===== src/hw/fvi_pkg.sv =====
// Shared constants for the four-level vectored interrupt controller
package fvi_pkg;

  // ----------------------------------------------------------------
  // Sizes
  // ----------------------------------------------------------------
  localparam int NUM_SRC = 14;
  localparam int NUM_FLAG = 30;
  localparam int NUM_LVL = 4;
  localparam int NUM_EXT = 3;
  localparam int PCA_MODS = 6;
  localparam int SRC_W = 4;
  localparam int LVL_W = 2;
  localparam int VEC_W = 16;

  // ----------------------------------------------------------------
  // Flag positions in the flag vector
  // ----------------------------------------------------------------
  localparam int F_EXT0 = 0;
  localparam int F_TMRA = 1;
  localparam int F_EXT1 = 2;
  localparam int F_TMRB = 3;
  localparam int F_RX = 4;
  localparam int F_TX = 5;
  localparam int F_TC_OVF = 6;
  localparam int F_TC_EXT = 7;
  localparam int F_EXT2 = 8;
  localparam int F_SPI = 9;
  localparam int F_CONV = 10;
  localparam int F_PCA_CF = 11;
  localparam int F_PCA_MOD = 12;
  localparam int F_WDT = 18;
  localparam int F_BO_B = 19;
  localparam int F_BO_A = 20;
  localparam int F_RTC = 21;
  localparam int F_MCD = 22;
  localparam int F_STA = 23;
  localparam int F_STO = 24;
  localparam int F_BM_A = 25;
  localparam int F_BM_B = 26;
  localparam int F_KB = 27;
  localparam int F_TWI = 28;
  localparam int F_AC = 29;
  localparam int F_SYS_LO = F_WDT;
  localparam int F_SYS_HI = F_BM_B;

  // ----------------------------------------------------------------
  // Source numbers, also the polling order (0 polled first)
  // ----------------------------------------------------------------
  localparam int S_EXT0 = 0;
  localparam int S_TMRA = 1;
  localparam int S_EXT1 = 2;
  localparam int S_TMRB = 3;
  localparam int S_SER = 4;
  localparam int S_TMRC = 5;
  localparam int S_EXT2 = 6;
  localparam int S_SPI = 7;
  localparam int S_CONV = 8;
  localparam int S_PCA = 9;
  localparam int S_SYS = 10;
  localparam int S_KB = 11;
  localparam int S_TWI = 12;
  localparam int S_AC = 13;

  // ----------------------------------------------------------------
  // Vectors and reset values
  // ----------------------------------------------------------------
  localparam logic [VEC_W-1:0] VEC_BASE = 16'h0003;
  localparam logic [VEC_W-1:0] VEC_STEP = 16'h0008;
  localparam logic [NUM_SRC-1:0] SRC_RST = 14'h0000;
  localparam logic [NUM_LVL-1:0] LVL_RST = 4'h0;
  localparam logic [1:0] RST_SYNC_RST = 2'h0;

endpackage


===== src/hw/fvi_ctrl.sv =====
// Four-level vectored interrupt controller top
//
// Summary of operation
// - Fourteen sources, each placed on one of four priority levels.
// - Source requests only with flag, own enable and global enable set.
// - Software may write any request flag to one or zero.
// - Same-level simultaneous requests are granted in fixed source order.
// - Vector is 0003H plus eight times source number.
// - Each external input is level or edge activated by its own select bit.
// - Edge mode flag clears on vectoring; level mode flag follows input.
// - External flags sit in timer and external-interrupt control registers.
// - Timer A and B overflow flags clear in hardware on vectoring.
// - Serial request is receive-done OR transmit-done, cleared by software.
// - Timer C request is overflow OR external event, not hardware cleared.
// - SPI and conversion-done flags set by their engines, software cleared.
// - PCA request is counter overflow OR six module flags, software cleared.
// - System request ORs nine system flags, none hardware cleared.
// - Transmit-done joins system request only while redirect enable is set.
// - Start, stop and break-modulator flags feed the system request.
// - Keypad match flag requests, not cleared on vectoring.
// - Two-wire engine state flag requests, not cleared on vectoring.
// - Comparator edge flag requests, not cleared on vectoring.
// - Priority pair 11 highest, 10 second, 01 third, 00 lowest.
// - Global enable low blocks all; high lets each enable decide.
// - No preemption at equal or lower level; higher level wins first.
// - Sample each clock, poll next; block unfinished, return, config write.
`timescale 1ns/1ps
module fvi_ctrl
  import fvi_pkg::*;
(
  input wire logic ref_clk,
  input wire logic resetn,
  // External request pins and their mode bits
  input wire logic [NUM_EXT-1:0] ext_pin,
  input wire logic [NUM_EXT-1:0] ext_active_high,
  input wire logic [NUM_EXT-1:0] ext_req_edge_select,
  input wire logic tx_redirect_enable,
  // Peripheral set pulses, one per flag
  input wire logic [NUM_FLAG-1:0] flag_hw_set,
  // Software flag writes, per-bit strobe
  input wire logic [NUM_FLAG-1:0] flag_sw_wr,
  input wire logic [NUM_FLAG-1:0] flag_sw_data,
  // Configuration writes
  input wire logic global_wr,
  input wire logic global_wdata,
  input wire logic enable_wr,
  input wire logic [NUM_SRC-1:0] enable_wdata,
  input wire logic prio_wr,
  input wire logic [NUM_SRC-1:0] prio_high_wdata,
  input wire logic [NUM_SRC-1:0] prio_low_wdata,
  // Core side
  input wire logic core_last_cycle,
  input wire logic core_block_instr,
  input wire logic core_reti,
  output logic irq_call_q,
  output logic [VEC_W-1:0] irq_vector_q,
  output logic [SRC_W-1:0] irq_source_q,
  output logic [LVL_W-1:0] irq_level_q,
  // Status
  output logic [NUM_FLAG-1:0] flags_q,
  output logic global_irq_enable_q,
  output logic [NUM_SRC-1:0] src_enable_q,
  output logic [NUM_SRC-1:0] prio_high_q,
  output logic [NUM_SRC-1:0] prio_low_q,
  output logic [NUM_SRC-1:0] pending_q,
  output logic [NUM_LVL-1:0] in_service_q
);

  // ----------------------------------------------------------------
  // Reset release
  // ----------------------------------------------------------------
  logic [1:0] rst_sync_q;
  logic rst_n;

  always_ff @(posedge ref_clk or negedge resetn) begin
    if (!resetn) begin
      rst_sync_q <= RST_SYNC_RST;
    end else begin
      rst_sync_q <= {rst_sync_q[0], 1'b1};
    end
  end

  assign rst_n = rst_sync_q[1];

  // ----------------------------------------------------------------
  // Configuration registers
  // ----------------------------------------------------------------
  always_ff @(posedge ref_clk or negedge rst_n) begin
    if (!rst_n) begin
      global_irq_enable_q <= 1'b0;
    end else if (global_wr) begin
      global_irq_enable_q <= global_wdata;
    end
  end

  always_ff @(posedge ref_clk or negedge rst_n) begin
    if (!rst_n) begin
      src_enable_q <= SRC_RST;
    end else if (enable_wr) begin
      src_enable_q <= enable_wdata;
    end
  end

  always_ff @(posedge ref_clk or negedge rst_n) begin
    if (!rst_n) begin
      prio_high_q <= SRC_RST;
      prio_low_q <= SRC_RST;
    end else if (prio_wr) begin
      prio_high_q <= prio_high_wdata;
      prio_low_q <= prio_low_wdata;
    end
  end

  // ----------------------------------------------------------------
  // External inputs
  // ----------------------------------------------------------------
  logic [NUM_EXT-1:0] ext_act;
  logic [NUM_EXT-1:0] ext_act_prev_q;
  logic [NUM_EXT-1:0] ext_edge;
  logic [NUM_EXT-1:0] ext_lvl_clr;

  // Low level or falling edge by default, inverted by ext_active_high
  assign ext_act = ext_pin ^ ~ext_active_high;

  always_ff @(posedge ref_clk or negedge rst_n) begin
    if (!rst_n) begin
      ext_act_prev_q <= '0;
    end else begin
      ext_act_prev_q <= ext_act;
    end
  end

  assign ext_edge = ext_act & ~ext_act_prev_q;
  // Level mode tracks the input both ways; edge mode only sets
  logic [NUM_EXT-1:0] ext_set_sel;
  always_comb begin
    for (int e = 0; e < NUM_EXT; e++) begin
      ext_set_sel[e] = ext_req_edge_select[e] ? ext_edge[e]
                                              : ext_act[e];
      ext_lvl_clr[e] = ~ext_req_edge_select[e] & ~ext_act[e];
    end
  end

  // ----------------------------------------------------------------
  // Request flags
  // ----------------------------------------------------------------
  logic [NUM_FLAG-1:0] set_vec;
  logic [NUM_FLAG-1:0] clr_vec;
  logic [NUM_FLAG-1:0] vec_clr;

  always_comb begin
    set_vec = flag_hw_set;
    clr_vec = vec_clr;
    // External flags sit at fixed positions of their control registers
    set_vec[F_EXT0] = flag_hw_set[F_EXT0] | ext_set_sel[0];
    set_vec[F_EXT1] = flag_hw_set[F_EXT1] | ext_set_sel[1];
    set_vec[F_EXT2] = flag_hw_set[F_EXT2] | ext_set_sel[2];
    clr_vec[F_EXT0] = vec_clr[F_EXT0] | ext_lvl_clr[0];
    clr_vec[F_EXT1] = vec_clr[F_EXT1] | ext_lvl_clr[1];
    clr_vec[F_EXT2] = vec_clr[F_EXT2] | ext_lvl_clr[2];
  end

  genvar g;
  generate
    for (g = 0; g < NUM_FLAG; g++) begin : g_flag
      fvi_flag_cell u_cell (
        .clk(ref_clk),
        .rst_n(rst_n),
        .hw_set(set_vec[g]),
        .hw_clr(clr_vec[g]),
        .sw_wr(flag_sw_wr[g]),
        .sw_data(flag_sw_data[g]),
        .flag_q(flags_q[g])
      );
    end
  endgenerate

  // ----------------------------------------------------------------
  // Source requests
  // ----------------------------------------------------------------
  logic [NUM_SRC-1:0] src_req;

  always_comb begin
    src_req = '0;
    src_req[S_EXT0] = flags_q[F_EXT0];
    src_req[S_TMRA] = flags_q[F_TMRA];
    src_req[S_EXT1] = flags_q[F_EXT1];
    src_req[S_TMRB] = flags_q[F_TMRB];
    src_req[S_SER] = flags_q[F_RX] | flags_q[F_TX];
    src_req[S_TMRC] = flags_q[F_TC_OVF] | flags_q[F_TC_EXT];
    src_req[S_EXT2] = flags_q[F_EXT2];
    src_req[S_SPI] = flags_q[F_SPI];
    src_req[S_CONV] = flags_q[F_CONV];
    src_req[S_PCA] = flags_q[F_PCA_CF]
      | (|flags_q[F_PCA_MOD +: PCA_MODS]);
    src_req[S_SYS] = (|flags_q[F_SYS_HI:F_SYS_LO])
      | (flags_q[F_TX] & tx_redirect_enable);
    src_req[S_KB] = flags_q[F_KB];
    src_req[S_TWI] = flags_q[F_TWI];
    src_req[S_AC] = flags_q[F_AC];
  end

  // Sampled this clock, polled on the next
  always_ff @(posedge ref_clk or negedge rst_n) begin
    if (!rst_n) begin
      pending_q <= SRC_RST;
    end else begin
      pending_q <= src_req & src_enable_q
        & {NUM_SRC{global_irq_enable_q}};
    end
  end

  // ----------------------------------------------------------------
  // Level split and polling
  // ----------------------------------------------------------------
  logic [NUM_LVL-1:0] lvl_any;
  logic [SRC_W-1:0] lvl_idx [NUM_LVL];
  logic [NUM_SRC-1:0] lvl_req [NUM_LVL];

  generate
    for (g = 0; g < NUM_LVL; g++) begin : g_lvl
      localparam logic [LVL_W-1:0] LV = LVL_W'(g);
      // Pair {high,low} equal to the level number; 3 is highest
      assign lvl_req[g] = pending_q
        & ~(prio_high_q ^ {NUM_SRC{LV[LVL_W-1]}})
        & ~(prio_low_q ^ {NUM_SRC{LV[0]}});
      fvi_poll_arb #(
        .N(NUM_SRC),
        .W(SRC_W)
      ) u_arb (
        .req(lvl_req[g]),
        .any(lvl_any[g]),
        .idx(lvl_idx[g])
      );
    end
  endgenerate

  logic pick_any;
  logic [LVL_W-1:0] pick_lvl;
  logic [SRC_W-1:0] pick_idx;

  // Later, higher levels overwrite lower ones
  always_comb begin
    pick_any = 1'b0;
    pick_lvl = '0;
    pick_idx = '0;
    for (int l = 0; l < NUM_LVL; l++) begin
      if (lvl_any[l]) begin
        pick_any = 1'b1;
        pick_lvl = l[LVL_W-1:0];
        pick_idx = lvl_idx[l];
      end
    end
  end

  // ----------------------------------------------------------------
  // Grant decision
  // ----------------------------------------------------------------
  logic busy_ge;
  logic cfg_write;
  logic grant;

  assign busy_ge = |(in_service_q >> pick_lvl);
  // A write to enables or priorities counts as a blocking instruction
  assign cfg_write = global_wr | enable_wr | prio_wr;
  assign grant = pick_any & ~busy_ge & core_last_cycle
    & ~core_block_instr & ~cfg_write & ~core_reti;

  // Flags that hardware clears when their routine is entered
  always_comb begin
    vec_clr = '0;
    if (grant) begin
      if (pick_idx == SRC_W'(S_TMRA)) begin
        vec_clr[F_TMRA] = 1'b1;
      end
      if (pick_idx == SRC_W'(S_TMRB)) begin
        vec_clr[F_TMRB] = 1'b1;
      end
      if (pick_idx == SRC_W'(S_EXT0)) begin
        vec_clr[F_EXT0] = ext_req_edge_select[0];
      end
      if (pick_idx == SRC_W'(S_EXT1)) begin
        vec_clr[F_EXT1] = ext_req_edge_select[1];
      end
      if (pick_idx == SRC_W'(S_EXT2)) begin
        vec_clr[F_EXT2] = ext_req_edge_select[2];
      end
    end
  end

  // ----------------------------------------------------------------
  // In-service levels
  // ----------------------------------------------------------------
  logic [NUM_LVL-1:0] reti_clr;

  // Return releases the highest level now in service
  always_comb begin
    reti_clr = '0;
    for (int l = 0; l < NUM_LVL; l++) begin
      if (in_service_q[l]) begin
        reti_clr = '0;
        reti_clr[l] = core_reti;
      end
    end
  end

  always_ff @(posedge ref_clk or negedge rst_n) begin
    if (!rst_n) begin
      in_service_q <= LVL_RST;
    end else if (grant) begin
      in_service_q[pick_lvl] <= 1'b1;
    end else begin
      in_service_q <= in_service_q & ~reti_clr;
    end
  end

  // ----------------------------------------------------------------
  // Call to the core
  // ----------------------------------------------------------------
  always_ff @(posedge ref_clk or negedge rst_n) begin
    if (!rst_n) begin
      irq_call_q <= 1'b0;
    end else begin
      irq_call_q <= grant;
    end
  end

  always_ff @(posedge ref_clk or negedge rst_n) begin
    if (!rst_n) begin
      irq_vector_q <= '0;
      irq_source_q <= '0;
      irq_level_q <= '0;
    end else if (grant) begin
      irq_vector_q <= VEC_BASE
        + VEC_W'(VEC_STEP * VEC_W'(pick_idx));
      irq_source_q <= pick_idx;
      irq_level_q <= pick_lvl;
    end
  end

endmodule // fvi_ctrl


===== src/hw/fvi_flag_cell.sv =====
// One interrupt request flag: hardware set, software write, hardware clear
`timescale 1ns/1ps
module fvi_flag_cell (
  input wire logic clk,
  input wire logic rst_n,
  input wire logic hw_set,
  input wire logic hw_clr,
  input wire logic sw_wr,
  input wire logic sw_data,
  output logic flag_q
);

  // A hardware set in the same cycle as any clear or write still lands
  always_ff @(posedge clk or negedge rst_n) begin
    if (!rst_n) begin
      flag_q <= 1'b0;
    end else if (hw_set) begin
      flag_q <= 1'b1;
    end else if (sw_wr) begin
      flag_q <= sw_data;
    end else if (hw_clr) begin
      flag_q <= 1'b0;
    end
  end

endmodule // fvi_flag_cell


===== src/hw/fvi_poll_arb.sv =====
// Fixed-order poll of one priority level: lowest request index wins
`timescale 1ns/1ps
module fvi_poll_arb #(
  parameter int N = 14,
  parameter int W = 4
) (
  input wire logic [N-1:0] req,
  output logic any,
  output logic [W-1:0] idx
);

  always_comb begin
    any = 1'b0;
    idx = '0;
    for (int i = N - 1; i >= 0; i--) begin
      if (req[i]) begin
        any = 1'b1;
        idx = i[W-1:0];
      end
    end
  end

endmodule // fvi_poll_arb


===== config.mk =====
export PLATFORM = sky130hd
export DESIGN_NAME = fvi_ctrl
export DESIGN_NICKNAME = d
export VERILOG_FILES = /design/src/hw/fvi_pkg.sv /design/src/hw/fvi_ctrl.sv /design/src/hw/fvi_flag_cell.sv /design/src/hw/fvi_poll_arb.sv
export SDC_FILE = /design/constraint.sdc
export NUM_CORES = 1
export LEC_CHECK = 0
export BUFFER_PORTS_ARGS = -buffer_cell sky130_fd_sc_hd__buf_2
export CORE_MARGIN = 3
export CORE_UTILIZATION = 44
export CTS_BUF_LIST = sky130_fd_sc_hd__clkbuf_2
export DETAILED_ROUTE_END_ITERATION = 12
export PLACE_DENSITY_LB_ADDON = 0.15
export SKIP_CTS_REPAIR_TIMING = 1
export SYNTH_ARGS = -nofsm -noshare
export SYNTH_HDL_FRONTEND = slang
export SYNTH_SLANG_ARGS = --single-unit

===== constraint.sdc =====
create_clock -name ref_clk -period 2.9 [get_ports ref_clk]
set_input_delay 0.29 -clock ref_clk [delete_from_list [all_inputs] [get_ports ref_clk]]
set_output_delay 0.29 -clock ref_clk [all_outputs]
set_load 0.1 [all_outputs]

# After elaboration in Yosys (flattened, before gate mapping)
# Cells that the tools add are included.
dict set report totals {
  output_inout_bits 114
  reg_bits 119
  inputBits 151
}
dict set report classes {
  n_eq_ne 4
  magnitude_cmp 2
  n_reduce_logical 35
  mux 205
  bitwise_logic 50
  n_shift 1
  n_addsub 1
}
# operator count
set ops {}
lappend ops {{4-bit two-way mux} 65}
lappend ops {{1-bit two-way mux} 137}
lappend ops {{14-bit bitwise AND} 8}
lappend ops {{14-bit NOT} 4}
lappend ops {{2-bit nonzero test} 25}
lappend ops {{3-bit nonzero test} 5}
lappend ops {{1-bit bitwise OR} 12}
lappend ops {{1-bit NOT} 10}
lappend ops {{1-bit bitwise AND} 9}
lappend ops {{9-bit OR reduction} 1}
lappend ops {{2-bit by 7-bit adder with 8-bit output (first input constant)} 1}
lappend ops {{4-bit by 2-bit equality test with 1-bit output (second input constant)} 2}
lappend ops {{3-bit NOT} 2}
lappend ops {{6-bit OR reduction} 1}
lappend ops {{4-bit bitwise AND} 1}
lappend ops {{4-bit by 1-bit equality test with 1-bit output (second input constant)} 1}
lappend ops {{4-bit by 3-bit equality test with 1-bit output (second input constant)} 1}
lappend ops {{4-bit logical NOT} 1}
lappend ops {{2-bit two-way mux} 2}
lappend ops {{4-bit NOT} 1}
lappend ops {{4-bit bitwise OR} 1}
lappend ops {{4-bit OR reduction} 1}
lappend ops {{4-bit by 2-bit right shift with 4-bit output} 1}
lappend ops {{3-bit bitwise AND} 1}
lappend ops {{other kinds (5)} 5}

# Longest topological paths before layout
# Gate-level depths: netlist of the first run.
dict set report logic_depth {
  ltp_word 33
  ltp_mapped 9
  mapped_depth_nobuf 8
}

# Modules after synthesis
# Synthesis of the first run repeated with hierarchy kept, for this count alone.
dict set report hier_totals {
  hier_cells 499
  area_unflattened_um2 5454.0
}
# module seq_area_each_um2 cells_per_inst instances area_per_inst_um2
set modules_own_cells {}
lappend modules_own_cells {fvi_ctrl 1851.8 305 1 3614.7}
lappend modules_own_cells {fvi_flag_cell 25.0 3 30 38.8}
lappend modules_own_cells {fvi_poll_arb 0.0 26 4 168.9}

# Worst setup path before layout of the first run
# OpenSTA, ideal clock, no wires.
dict set report synth_timing {
  path_kind {reg2reg}
  startpoint {reg prio_low_q[4]}
  endpoint {reg g_flag[0].u_cell.flag_q}
  setup_ns 0.152
  path_buffers 0
  path_stages_with_launch 9
  required_time_ns 2.748
  slack_ns -0.484
  arrival_ns 3.232
  period_less_slack_ns 3.384
  cell_sequence {dfrtp_1 > and3b_2 > or4_4 > or4_4 > nor2_8 > o2111ai_4 > a22oi_4 > nor4b_2 > a41oi_1}
}
dict set report synth_via {
  elab_chain_len 22
}
# item line_no
set synth_lines {}
lappend synth_lines {{start: declaration} fvi_ctrl.sv:64} ;# output logic [NUM_SRC-1:0] prio_low_q,
lappend synth_lines {{start signal: assignment} fvi_ctrl.sv:110} ;# prio_low_q <= prio_low_wdata;
lappend synth_lines {{14-bit NOT (*)} fvi_ctrl.sv:226} ;# & ~(prio_low_q ^ {NUM_SRC{LV[0]}});
lappend synth_lines {{14-bit NOT} fvi_ctrl.sv:226}
lappend synth_lines {{14-bit bitwise AND} fvi_ctrl.sv:226}
lappend synth_lines {{1-bit two-way mux (5 in a row)} fvi_poll_arb.sv:16} ;# if (req[i]) begin
lappend synth_lines {{1-bit two-way mux} fvi_ctrl.sv:248} ;# if (lvl_any[l]) begin
lappend synth_lines {{2-bit two-way mux (2 in a row)} fvi_ctrl.sv:248}
lappend synth_lines {{4-bit by 2-bit right shift with 4-bit output} fvi_ctrl.sv:263} ;# assign busy_ge = |(in_service_q >> pick_lvl);
lappend synth_lines {{4-bit OR reduction} fvi_ctrl.sv:263}
lappend synth_lines {{1-bit NOT} fvi_ctrl.sv:266} ;# assign grant = pick_any & ~busy_ge & core_last_cycle
lappend synth_lines {{1-bit bitwise AND (2 in a row)} fvi_ctrl.sv:266}
lappend synth_lines {{1-bit bitwise AND (3 in a row)} fvi_ctrl.sv:267} ;# & ~core_block_instr & ~cfg_write & ~core_reti;
lappend synth_lines {{4-bit two-way mux (*)} fvi_ctrl.sv:272} ;# if (grant) begin
lappend synth_lines {{1-bit bitwise OR (*)} fvi_ctrl.sv:158} ;# clr_vec[F_EXT0] = vec_clr[F_EXT0] | ext_lvl_clr[0];
lappend synth_lines {{3-bit nonzero test (no source line) (*)} --}
lappend synth_lines {{end signal: assignment} fvi_flag_cell.sv:20} ;# flag_q <= sw_data;
lappend synth_lines {{end: declaration} fvi_flag_cell.sv:10} ;# output logic flag_q
# Every way passes the cells marked *; elsewhere a longest branch is shown, timed or not.
# A chain may end at the register's enable or synchronous reset.

# Worst setup path after layout of the first run
dict set report layout_timing {
  startpoint {reg pending_q[7]}
  endpoint {reg g_flag[0].u_cell.flag_q}
}
dict set report layout_via {
  elab_chain_len 24
}
# item line_no
set layout_lines {}
lappend layout_lines {{start: declaration} fvi_ctrl.sv:65} ;# output logic [NUM_SRC-1:0] pending_q,
lappend layout_lines {{start signal: assignment} fvi_ctrl.sv:208} ;# pending_q <= src_req & src_enable_q
lappend layout_lines {{14-bit bitwise AND} fvi_ctrl.sv:225} ;# & ~(prio_high_q ^ {NUM_SRC{LV[LVL_W-1]}})
lappend layout_lines {{14-bit bitwise AND} fvi_ctrl.sv:226}
lappend layout_lines {{1-bit two-way mux (8 in a row)} fvi_poll_arb.sv:16}
lappend layout_lines {{1-bit two-way mux} fvi_ctrl.sv:248}
lappend layout_lines {{2-bit two-way mux (2 in a row)} fvi_ctrl.sv:248}
lappend layout_lines {{4-bit by 2-bit right shift with 4-bit output} fvi_ctrl.sv:263}
lappend layout_lines {{4-bit OR reduction} fvi_ctrl.sv:263}
lappend layout_lines {{1-bit NOT} fvi_ctrl.sv:266}
lappend layout_lines {{1-bit bitwise AND (2 in a row)} fvi_ctrl.sv:266}
lappend layout_lines {{1-bit bitwise AND (3 in a row)} fvi_ctrl.sv:267}
lappend layout_lines {{4-bit two-way mux (*)} fvi_ctrl.sv:272}
lappend layout_lines {{1-bit bitwise OR (*)} fvi_ctrl.sv:158}
lappend layout_lines {{3-bit nonzero test (no source line) (*)} --}
# Marks and branches as above.

==> results.json, run 1 <==
{
  "outcome": "finished, violations left",
  "violations": "hold timing",
  "drt_drc_violations_left": 0,
  "fin_nets": 1030,
  "hold_slack_ps": -19.5,
  "numCtsBuffers": 9,
  "critical_path_required_ps": 3400,
  "drt-initial-drc-count": 206,
  "grt_antenna_before_repair": 0,
  "maxCapViolCount": 0,
  "hold_viol": 2,
  "grt_max_degree": 64,
  "clk_pin_slew_ps": 290,
  "insertion_delay_ps": 620,
  "holdCritStartpoint": "flag_hw_set[3]",
  "ant_nets": 0,
  "ios": 265,
  "initial_core_util": 0.457,
  "postSynthCellCount": 518,
  "avgSynthCellArea_um2": 10.8,
  "relSlewSlack": 0.456,
  "cts_sinks": 104,
  "cp_common_cell": "or4_4",
  "synth_cell_types": 62,
  "placed_area_um2": 6910,
  "die_area_um2": 14100,
  "drive_above_1_share": 0.452,
  "ctsRootBufferMaster": "clkbuf_2",
  "fin_skew_ps": 35.7,
  "setup_viol_count_final": 0,
  "cp_cell_sequence": "and3b_2 > or4_4 > or4_4 > nor2_8 > o2111ai_4 > a22oi_4 > nor4b_4 > a41oi_2",
  "detail_route.wl_per_cell_um": 17.8,
  "die_w_um": 119,
  "avgViaCountPerCell": 5.25,
  "grt.total_usage": 0.233,
  "async_flop_share": 1.00,
  "synthesis.area_um2": 5580,
  "htreeDepth": 3,
  "crit_start": "pending_q[7]$_DFF_PN0_",
  "core_area_um2": 12200,
  "criticalPathCategory": "register to register",
  "gp_congestion": 0.858,
  "path_delay_family": "simple AND/OR/NAND/NOR gates",
  "max_freq_mhz": 352,
  "report.final.slew_viol_count": 0,
  "grt_pass1_wl_um": 25900,
  "r2r_start": "pending_q[7]$_DFF_PN0_",
  "leakage_nw": 3.92,
  "dieHeight_um": 119,
  "critPathSlowestCell": "or4_4",
  "wl_met1_um": 7290,
  "highest_layer": "met4",
  "critical_path_buf_inv_count": 0,
  "slowest_delay_ps": 540,
  "layout_common_cells": "buf_2 (254), dlygate4sd3_1 (111), dfrtp_1 (89), mux2_2 (45), nand2_1 (35)",
  "worstHoldPathType": "input pin to register",
  "drtPass1Iterations": 5,
  "first_global_vias": 4998,
  "yosysWarnings": 0,
  "yosysSeqAreaShare": 0.467,
  "start_kind": "register",
  "synth_edf_count": 0,
  "port-buffer-count": 254,
  "final_common_cell": "buf_2",
  "post-route-period-util": 0.978,
  "routed_wl_um": 18700,
  "crit_fanout": 5,
  "cts_max_path_buffers": 2,
  "syn2layout_area_growth_pct": 47.7,
  "final_area_um2": 8240,
  "via_count": 5529,
  "finalCriticalPeriod_ps": 2840,
  "synthFlopType": "dfrtp_1",
  "arrival_ps": 3340,
  "grt_overflow": 0,
  "cts_tree": "done",
  "vdd_ir_drop_max_mv": 0.415,
  "wl_met3_um": 1150,
  "std_cell_rows": 40,
  "cellPowerDensity_nw_per_um2": 623,
  "dpl.hpwl_um": 13400,
  "worst_pin_slew_ps": 817,
  "endpoint_kind": "register",
  "synth-seq-cells": 104,
  "dr_wl_met2_um": 9890
}
==> final timing paths <==
| path | endpoint | cells past startpoint | slack (ps) |
|---|---|---|---|
| max | g_flag[0].u_cell.flag_q$_DFFE_PN0P_ | 8 | 60 |
| min | g_flag[3].u_cell.flag_q$_DFFE_PN0P_ | 3 | -20 |
| max reg2reg | g_flag[0].u_cell.flag_q$_DFFE_PN0P_ | 8 | 60 |
| min reg2reg | rst_sync_q[1]$_DFF_PN0_ | 0 | 400 |
| max in group asynchronous | prio_high_q[1]$_DFFE_PN0P_ | 1 | 1750 |
| min in group asynchronous | src_enable_q[11]$_DFFE_PN0P_ | 0 | 440 |
==> stage by stage <==
stage | setup TNS, ps | cells | setup WS, ps | total power [mW] | util
floorplan | -1320 | 527 | -179 | 3.80 | -
global placement | 0 | 916 | 79.0 | 4.23 | 0.566
detailed placement | 0 | 916 | 2.45 | 4.25 | 0.566
CTS | -34.3 | 932 | -34.3 | 4.97 | 0.575
global route | -35.2 | 1052 | -27.3 | 5.34 | 0.674
finish | 0 | 1053 | 62.5 | 5.13 | 0.674
==> area by class of cell <==
type                    count  area, um^2
multi-input cells         363        2650
well taps                 168         210
clock buffers              10        50.0
inverters                   8        30.0
repair buffers            393        2610
clock inverters             6        66.3
diodes                      1        2.50
fillers                   966        3980
flip-flops and latches    104        2620
==> state kept, by name, summed over array words and instances, names as in the netlist <==
| name | count |
|---|---|
| irq_level_q | 2 |
| in_service_q | 4 |
| src_enable_q | 14 |
| global_irq_enable_q | 1 |
| rst_sync_q | 2 |
| prio_high_q | 14 |
| g_flag.u_cell.flag_q | 30 |
| pending_q | 14 |
| irq_call_q | 1 |
| irq_vector_q | 1 |
| prio_low_q | 14 |
| irq_source_q | 4 |
| ext_act_prev_q | 3 |
==> Yosys cell counts, drive strengths merged (4+ instances only) <==
cell | count | area, um^2
nand4 | 10 | 62.6
nand3 | 17 | 85.1
a21oi | 15 | 75.1
or3b | 15 | 131
clkbuf | 6 | 22.5
a31oi | 9 | 56.3
nor3 | 5 | 25.0
and3 | 12 | 76.3
nand2b | 7 | 43.8
dfrtp | 104 | 2600
nand2 | 36 | 135
mux2 | 45 | 507
nand3b | 21 | 158
o31ai | 4 | 30.0
and3b | 8 | 73.8
o21ai | 13 | 65.1
a211o | 25 | 219
inv | 8 | 30.0
nor2b | 28 | 175
o211ai | 6 | 45.0
nor4 | 6 | 37.5
buf | 46 | 349
nor2 | 20 | 91.3
==> per-layer routing <==
metal,GRT usage,vias up
met4,0.0862,0
met1,0.283,2678
met2,0.412,222
li1,-,2591
met5,0,-
met3,0.0421,38
==> worst register-to-register path, delay by kind of cell, from the launching register on <==
family	cells	cell delay, ps
AND/OR/NAND/NOR	5	1760
flip-flops	1	490
AO/OA/AOI/OAI	3	480
==> report_power, final <==
part | leakage [nW] | switching (mW) | internal [mW]
clock | 0.0767 | 0.517 | 0.209
sequential | 1.19 | 0.172 | 1.61
combinational | 2.66 | 1.96 | 0.659
total | 3.92 | 2.65 | 2.48
==> cells by family (layout without fill, tap and decap cells) <==
family / count (synthesis) / count (layout) / share of synthesized area
AO/OA/AOI/OAI: 104 / 104 / 0.144
AND/OR/NAND/NOR: 200 / 200 / 0.220
XOR/XNOR: 3 / 3 / 0.00471
other: 2 / 12 / 0.00135
multiplexers: 45 / 45 / 0.0909
flip-flops: 104 / 104 / 0.467
buffers and inverters: 60 / 417 / 0.0720
No activity file was read; power rests on OpenSTA's default activity.
==> run 2: changes to the inputs <==
--- a/config.mk
+++ b/config.mk
@@ -7,11 +7,13 @@
 export LEC_CHECK = 0
 export BUFFER_PORTS_ARGS = -buffer_cell sky130_fd_sc_hd__buf_2
 export CORE_MARGIN = 3
-export CORE_UTILIZATION = 44
+export CORE_UTILIZATION = 43
 export CTS_BUF_LIST = sky130_fd_sc_hd__clkbuf_2
 export DETAILED_ROUTE_END_ITERATION = 12
 export PLACE_DENSITY_LB_ADDON = 0.15
+export SETUP_SLACK_MARGIN = 0.3
 export SKIP_CTS_REPAIR_TIMING = 1
 export SYNTH_ARGS = -nofsm -noshare
 export SYNTH_HDL_FRONTEND = slang
+export SYNTH_HIERARCHICAL = 1
 export SYNTH_SLANG_ARGS = --single-unit
==> run 2 against run 1 <==
  * Total power is 2.8% higher
  * Combinational power is 3% higher
  * Clock skew down 0.66 ps
  * The flow finishes with violations (setup timing)
  * Flip-flop and latch count stayed put
  * Highest routed layer unchanged
  * Utilization is 3.3 points higher
==> results.json, run 2 <==
{
  "outcome": "finished, violations left",
  "violations": "setup timing",
  "synthSimpleGateAreaFrac": 0.217,
  "synthTopCellsByArea": "dfrtp_1 (48%), mux2_2 (8.9%), a221o_1 (5.5%)",
  "synthesis.area_um2": 5450,
  "std_cell_rows": 40,
  "synth_top_area_share": 0.477,
  "cts_sinks": 104,
  "gp_congestion": 0.884,
  "cp_cell_sequence": "nor3b_2 > nor4_2 > nor3b_2 > nand3_1 > and2b_2 > buf_4 > a221oi_4 > o221ai_2 > o41ai_2 > nor2_1 > a221o_1",
  "finalCriticalPeriod_ps": 3000,
  "avgViaCountPerCell": 5.15,
  "multi_input_area_um2": 2840,
  "ant_nets": 0,
  "syn2layout_area_growth_pct": 58.3,
  "grt_antenna_before_repair": 1,
  "rsz0062_at_grt": "true",
  "via_count": 5660,
  "endpoint_kind": "register",
  "synth_compound_area_frac": 0.156,
  "grt_max_degree": 56,
  "relSlewSlack": 0.557,
  "maxCapViolCount": 0,
  "rr_worst_depth": 11,
  "yosysMostFrequentCell": "dfrtp_1",
  "worst_pin_slew_ps": 663,
  "synthXorXnorAreaFrac": 0.00482,
  "synth_top_family_by_area": "simple AND/OR/NAND/NOR gates",
  "grt_overflow": 0,
  "die_area_um2": 14100,
  "die_w_um": 119,
  "worstHoldPathType": "input pin to register",
  "crit_fanout": 5,
  "postSynthCellCount": 499,
  "setup_tns_ps": -148,
  "synth-seq-cells": 104,
  "yosysWarnings": 6,
  "cts_max_path_buffers": 2,
  "yosysSeqAreaShare": 0.477,
  "drt_drc_violations_left": 0,
  "synth_cell_types": 55,
  "critPathSlowestCell": "dfrtp_2",
  "core_area_um2": 12200,
  "clk_pin_slew_ps": 290,
  "synthMuxAreaShare": 0.102,
  "arrival_ps": 3590,
  "vdd_ir_drop_max_mv": 0.388,
  "report.final.slew_viol_count": 0,
  "final_common_cell": "buf_2",
  "port-buffer-count": 254,
  "fin_nets": 1077,
  "drtPass1Iterations": 4,
  "cellPowerDensity_nw_per_um2": 611,
  "synth_top_cell_by_area": "dfrtp_1",
  "start_kind": "register",
  "criticalPathCategory": "register to register",
  "max_freq_mhz": 333,
  "final.setup.worst_slack_ps": -99.0,
  "cp_common_cell": "nor3b_2",
  "crit_start": "pending_q[9]$_DFF_PN0_",
  "numCtsBuffers": 9,
  "htreeDepth": 3,
  "largest-register": "g_flag.u_cell/flag_q",
  "dpl.hpwl_um": 13000,
  "synthFlopType": "dfrtp_1",
  "layout_common_cells": "buf_2 (254), dlygate4sd3_1 (122), nor2_1 (72), dfrtp_1 (68), mux2_2 (43)",
  "yosys-top-cells-count": "dfrtp_1 (104), nor2_1 (72), mux2_2 (43)",
  "avgSynthCellArea_um2": 10.9,
  "async_flop_share": 1.00,
  "drive_above_1_share": 0.456,
  "grt.total_usage": 0.223,
  "synthAdderAreaFrac": 0,
  "reg2reg_slack_ps": -100,
  "finalPower_mw": 5.28,
  "drt-initial-drc-count": 246,
  "insertion_delay_ps": 660,
  "initial_core_util": 0.447,
  "largest_register_ffs": 30,
  "cts_tree": "done",
  "seqCellArea_um2": 2650,
  "first_global_vias": 5090,
  "post-route-period-util": 1.03,
  "detail_route.wl_per_cell_um": 16.5,
  "crit_end": "g_flag[2].u_cell/flag_q$_DFFE_PN0P_",
  "dieHeight_um": 119,
  "n_fill_cell": 930,
  "rr_endpoint": "g_flag[2].u_cell/flag_q$_DFFE_PN0P_",
  "critical_path_required_ps": 3500,
  "grt_pass1_wl_um": 25000,
  "fin_skew_ps": 35.1,
  "slowest_delay_ps": 480,
  "hold_viol": 0,
  "place_ws_ps": -118,
  "ctsRootBufferMaster": "clkbuf_2",
  "r2r_start": "pending_q[9]$_DFF_PN0_",
  "setup_viol_count_final": 2,
  "synth_edf_count": 0,
  "routed_wl_um": 18200,
  "ios": 265,
  "leakage_nw": 4.09
}
[run 2: cell count changes after synthesis, sizes merged, moves of 11 or more]
cell    before  now
a211o       25    0
a221o        0   30
and3        12   25
buf         46   20
inv          8   19
nand3       17    5
nand3b      21    1
nor2        20   72
nor2b       28    2
nor3b        1   18
nor4         6   22
or3b        15    1
[run 2: area by class of cell]
type                            count  area share
Inverter                           19     0.00855
Clock buffer                       10     0.00580
Sequential cell                   104       0.307
Antenna cell                        1    0.000290
Timing Repair Buffer              405       0.315
Clock inverter                      6     0.00971
Tap cell                          168      0.0243
Multi-Input combinational cell    387       0.329
[run 2: worst max-delay path: cells and delay by family, from the launching register on]
family	cells	cell delay, ps
simple gates	6	1220
compound gates	4	1100
flops	1	480
buf+inv	1	140
[run 2: kinds of logic (layout without fill, tap and decap cells)]
| family | Yosys count | in the layout |
|---|---|---|
| simple gates | 204 | 204 |
| flops | 104 | 104 |
| compound gates | 96 | 96 |
| mux | 48 | 48 |
| buf+inv | 42 | 440 |
| xor+xnor | 3 | 3 |
| other cells | 2 | 37 |
[run 2: metal layers]
metal | track usage | share of wire
met3 | 0.0593 | 0.059
met2 | 0.387 | 0.51
met4 | 0.0847 | 0.033
met5 | 0 | 0
met1 | 0.265 | 0.39
[run 2: worst min path at each step]
stage / slack [ps] / depth (start not counted) / to / start
CTS: -660 / 1 / rst_sync_q[1]$_DFF_PN0_ / resetn
floorplan: -6 / 0 / rst_sync_q[0]$_DFF_PN0_ / resetn
finish: 4 / 4 / g_flag[0].u_cell/flag_q$_DFFE_PN0P_ / ext_req_edge_select[0]
detailed placement: 80 / 1 / rst_sync_q[0]$_DFF_PN0_ / resetn
global placement: 80 / 1 / rst_sync_q[0]$_DFF_PN0_ / resetn
global route: 2 / 4 / g_flag[0].u_cell/flag_q$_DFFE_PN0P_ / ext_req_edge_select[0]
[run 2: power by group]
part	switching (mW)	internal (mW)
Combinational	1.98	0.727
Sequential	0.180	1.62
Clock	0.493	0.284
Total	2.65	2.63
[run 2: metrics by stage]
step | std cells | hold slack, ps | util | area [um^2]
2_1_floorplan | 533 | -5.59 | - | 5640
3_3_place_gp | 956 | 76.4 | 0.587 | 7170
3_5_place_dp | 956 | 77.3 | 0.587 | 7170
4_1_cts | 972 | -656 | 0.598 | 7300
5_1_grt | 1100 | 1.57 | 0.707 | 8630
6_report | 1100 | 4.39 | 0.707 | 8630
==> run 3: changes to the inputs <==
--- a/config.mk
+++ b/config.mk
@@ -10,7 +10,9 @@
 export CORE_UTILIZATION = 43
 export CTS_BUF_LIST = sky130_fd_sc_hd__clkbuf_2
 export DETAILED_ROUTE_END_ITERATION = 12
+export GPL_ROUTABILITY_DRIVEN = 0
 export PLACE_DENSITY_LB_ADDON = 0.15
+export REMOVE_ABC_BUFFERS = 1
 export SETUP_SLACK_MARGIN = 0.3
 export SKIP_CTS_REPAIR_TIMING = 1
 export SYNTH_ARGS = -nofsm -noshare
==> run 3 against run 2 <==
  * The flow still finishes with violations (setup timing)
  * Hold slack improved by 90 ps
  * Utilization is 0.13 points higher
  * Clock skew is 3.9 ps higher
  * Critical path depth did not move
  * Critical path type unchanged
  * Via count shrank 0.81%
  * Cell count increased by 0.91%
  * Register-to-register slack about the same
  * First-iteration DRC count decreased by 12%
  * Largest power group unchanged
  * Worst setup slack worse by 12 ps
  * Critical endpoint unchanged
==> results.json, run 3 (same netlist as run 2, synthesis figures left out) <==
{
  "finalCriticalPeriod_ps": 3010,
  "drt-initial-drc-count": 217,
  "first_global_vias": 5107,
  "initial_core_util": 0.447,
  "insertion_delay_ps": 610,
  "crit_fanout": 4,
  "max_freq_mhz": 332,
  "die_area_um2": 14100,
  "finalNonFillerCells": 1110,
  "outcome": "finished, violations left",
  "detail_route.wl_per_cell_um": 16.5,
  "switching_share": 0.506,
  "slowest_delay_ps": 470,
  "rsz0062_at_grt": "true",
  "place_ws_ps": -54.0,
  "std_cell_rows": 40,
  "ios": 265,
  "post-route-period-util": 1.04,
  "fin_skew_ps": 39.0,
  "criticalPathCategory": "register to register",
  "worst_pin_slew_ps": 646,
  "pwr-share-comb": 0.532,
  "clk_pin_slew_ps": 250,
  "power.switching_mw": 2.62,
  "cts_sinks": 104,
  "cellPowerDensity_nw_per_um2": 598,
  "final_common_cell": "buf_2",
  "avgViaCountPerCell": 5.06,
  "clock_power_share": 0.127,
  "setup_viol_count_final": 5,
  "endpoint_kind": "register",
  "numCtsBuffers": 9,
  "die_w_um": 119,
  "ant_nets": 0,
  "p_seq_frac": 0.341,
  "grt_max_degree": 56,
  "report.final.slew_viol_count": 0,
  "grt_antenna_before_repair": 0,
  "port-buffer-count": 254,
  "cts_tree": "done",
  "ctsRootBufferMaster": "clkbuf_2",
  "dpl.hpwl_um": 12800,
  "htreeDepth": 3,
  "grt.total_usage": 0.223,
  "hold-path-cell-count": 4,
  "grt_overflow": 0,
  "fin_nets": 1090,
  "antenna_cells": 0,
  "maxCapViolCount": 0,
  "start_kind": "register",
  "critical_path_required_ps": 3420,
  "worstHoldPathType": "input pin to register",
  "layout_common_cells": "buf_2 (254), dlygate4sd3_1 (120), dfrtp_1 (103), nor2_1 (71), mux2_2 (43)",
  "place_inst": 968,
  "final.setup.worst_slack_ps": -111,
  "violations": "setup timing",
  "via_count": 5614,
  "final_area_um2": 8650,
  "rr_worst_depth": 11,
  "largest_register_ffs": 30,
  "drtPass1Iterations": 4,
  "drt_drc_violations_left": 0,
  "placed_area_um2": 7190,
  "drive_above_1_share": 0.427,
  "relSlewSlack": 0.569,
  "arrival_ps": 3530,
  "grt_pass1_wl_um": 24900,
  "dieHeight_um": 119,
  "vdd_ir_drop_max_mv": 0.473,
  "core_area_um2": 12200,
  "hold_slack_ps": 94.5,
  "leakage_nw": 4.19,
  "largest-register": "g_flag.u_cell/flag_q",
  "critPathSlowestCell": "dfrtp_1",
  "intPower_mw": 2.55,
  "syn2layout_area_growth_pct": 58.6,
  "routed_wl_um": 18300,
  "cp_cell_sequence": "buf_6 > and3b_2 > nor4_4 > nor3b_4 > nand3_2 > or2_4 > a221oi_4 > o221ai_2 > o41ai_2 > nor2_1 > a221o_1",
  "hold_viol": 0,
  "cts_max_path_buffers": 2
}
run 3: cell types whose count changed in the layout (fill, tap and decap cells not counted), sizes merged:
cell	delta
dlygate4sd3	-2
clkbuf	+1
clkinv	-2
bufinv	-1
inv	-1
diode	-1
buf	+15
clkinvlp	+1
run 3: final cells by class:
cell class                      count  area, um^2
Fill cell                         939        3560
Multi-Input combinational cell    387        2840
Timing Repair Buffer              418        2820
Sequential cell                   104        2610
Tap cell                          168         210
Inverter                           19        76.3
Clock buffer                       11        55.1
Clock inverter                      3        45.0
run 3: worst paths after layout:
| path | to | from | slack, ps |
|---|---|---|---|
| worst max register to register | g_flag[2].u_cell/flag_q$_DFFE_PN0P_ | pending_q[8]$_DFF_PN0_ | -110 |
| worst max-delay path | g_flag[2].u_cell/flag_q$_DFFE_PN0P_ | pending_q[8]$_DFF_PN0_ | -110 |
| min in group asynchronous | pending_q[7]$_DFF_PN0_ | rst_sync_q[1]$_DFF_PN0_ | 330 |
| max in group asynchronous | pending_q[2]$_DFF_PN0_ | rst_sync_q[1]$_DFF_PN0_ | 1840 |
| worst min register to register | pending_q[7]$_DFF_PN0_ | rst_sync_q[1]$_DFF_PN0_ | 330 |
| worst min-delay path | in_service_q[2]$_DFF_PN0_ | core_block_instr | 90 |
run 3: power by group through the flow:
stage	Clock (mW)	Combinational (mW)	Sequential (mW)
after floorplan	0	0.624	3.08
after global placement	0	2.49	1.78
after CTS	0.688	2.50	1.76
after detailed placement	0	2.50	1.79
final	0.657	2.75	1.76
after global routing	0.745	2.88	1.79
run 3: stage by stage:
stage | util | TNS [ps] | total power, mW
2_1_floorplan | - | -25560 | 3.70
3_3_place_gp | 0.589 | 0 | 4.26
3_5_place_dp | 0.589 | -169 | 4.29
4_1_cts | 0.597 | -508 | 4.96
5_1_grt | 0.708 | -1340 | 5.42
6_report | 0.708 | -329 | 5.17
run 3: routing by layer:
metal	routed length, um	GRT usage
met5	0	0
met4	331	0.0644
met3	1040	0.0608
met2	9830	0.396
met1	7120	0.262
run 3: critical path, delay by kind of cell, from the launching register on:
family                 cells  cell delay (ps)
AOI/OAI and AO/OA          4             1080
buffers and inverters      1              130
and+or+nand+nor            6             1250
DFF                        1              470
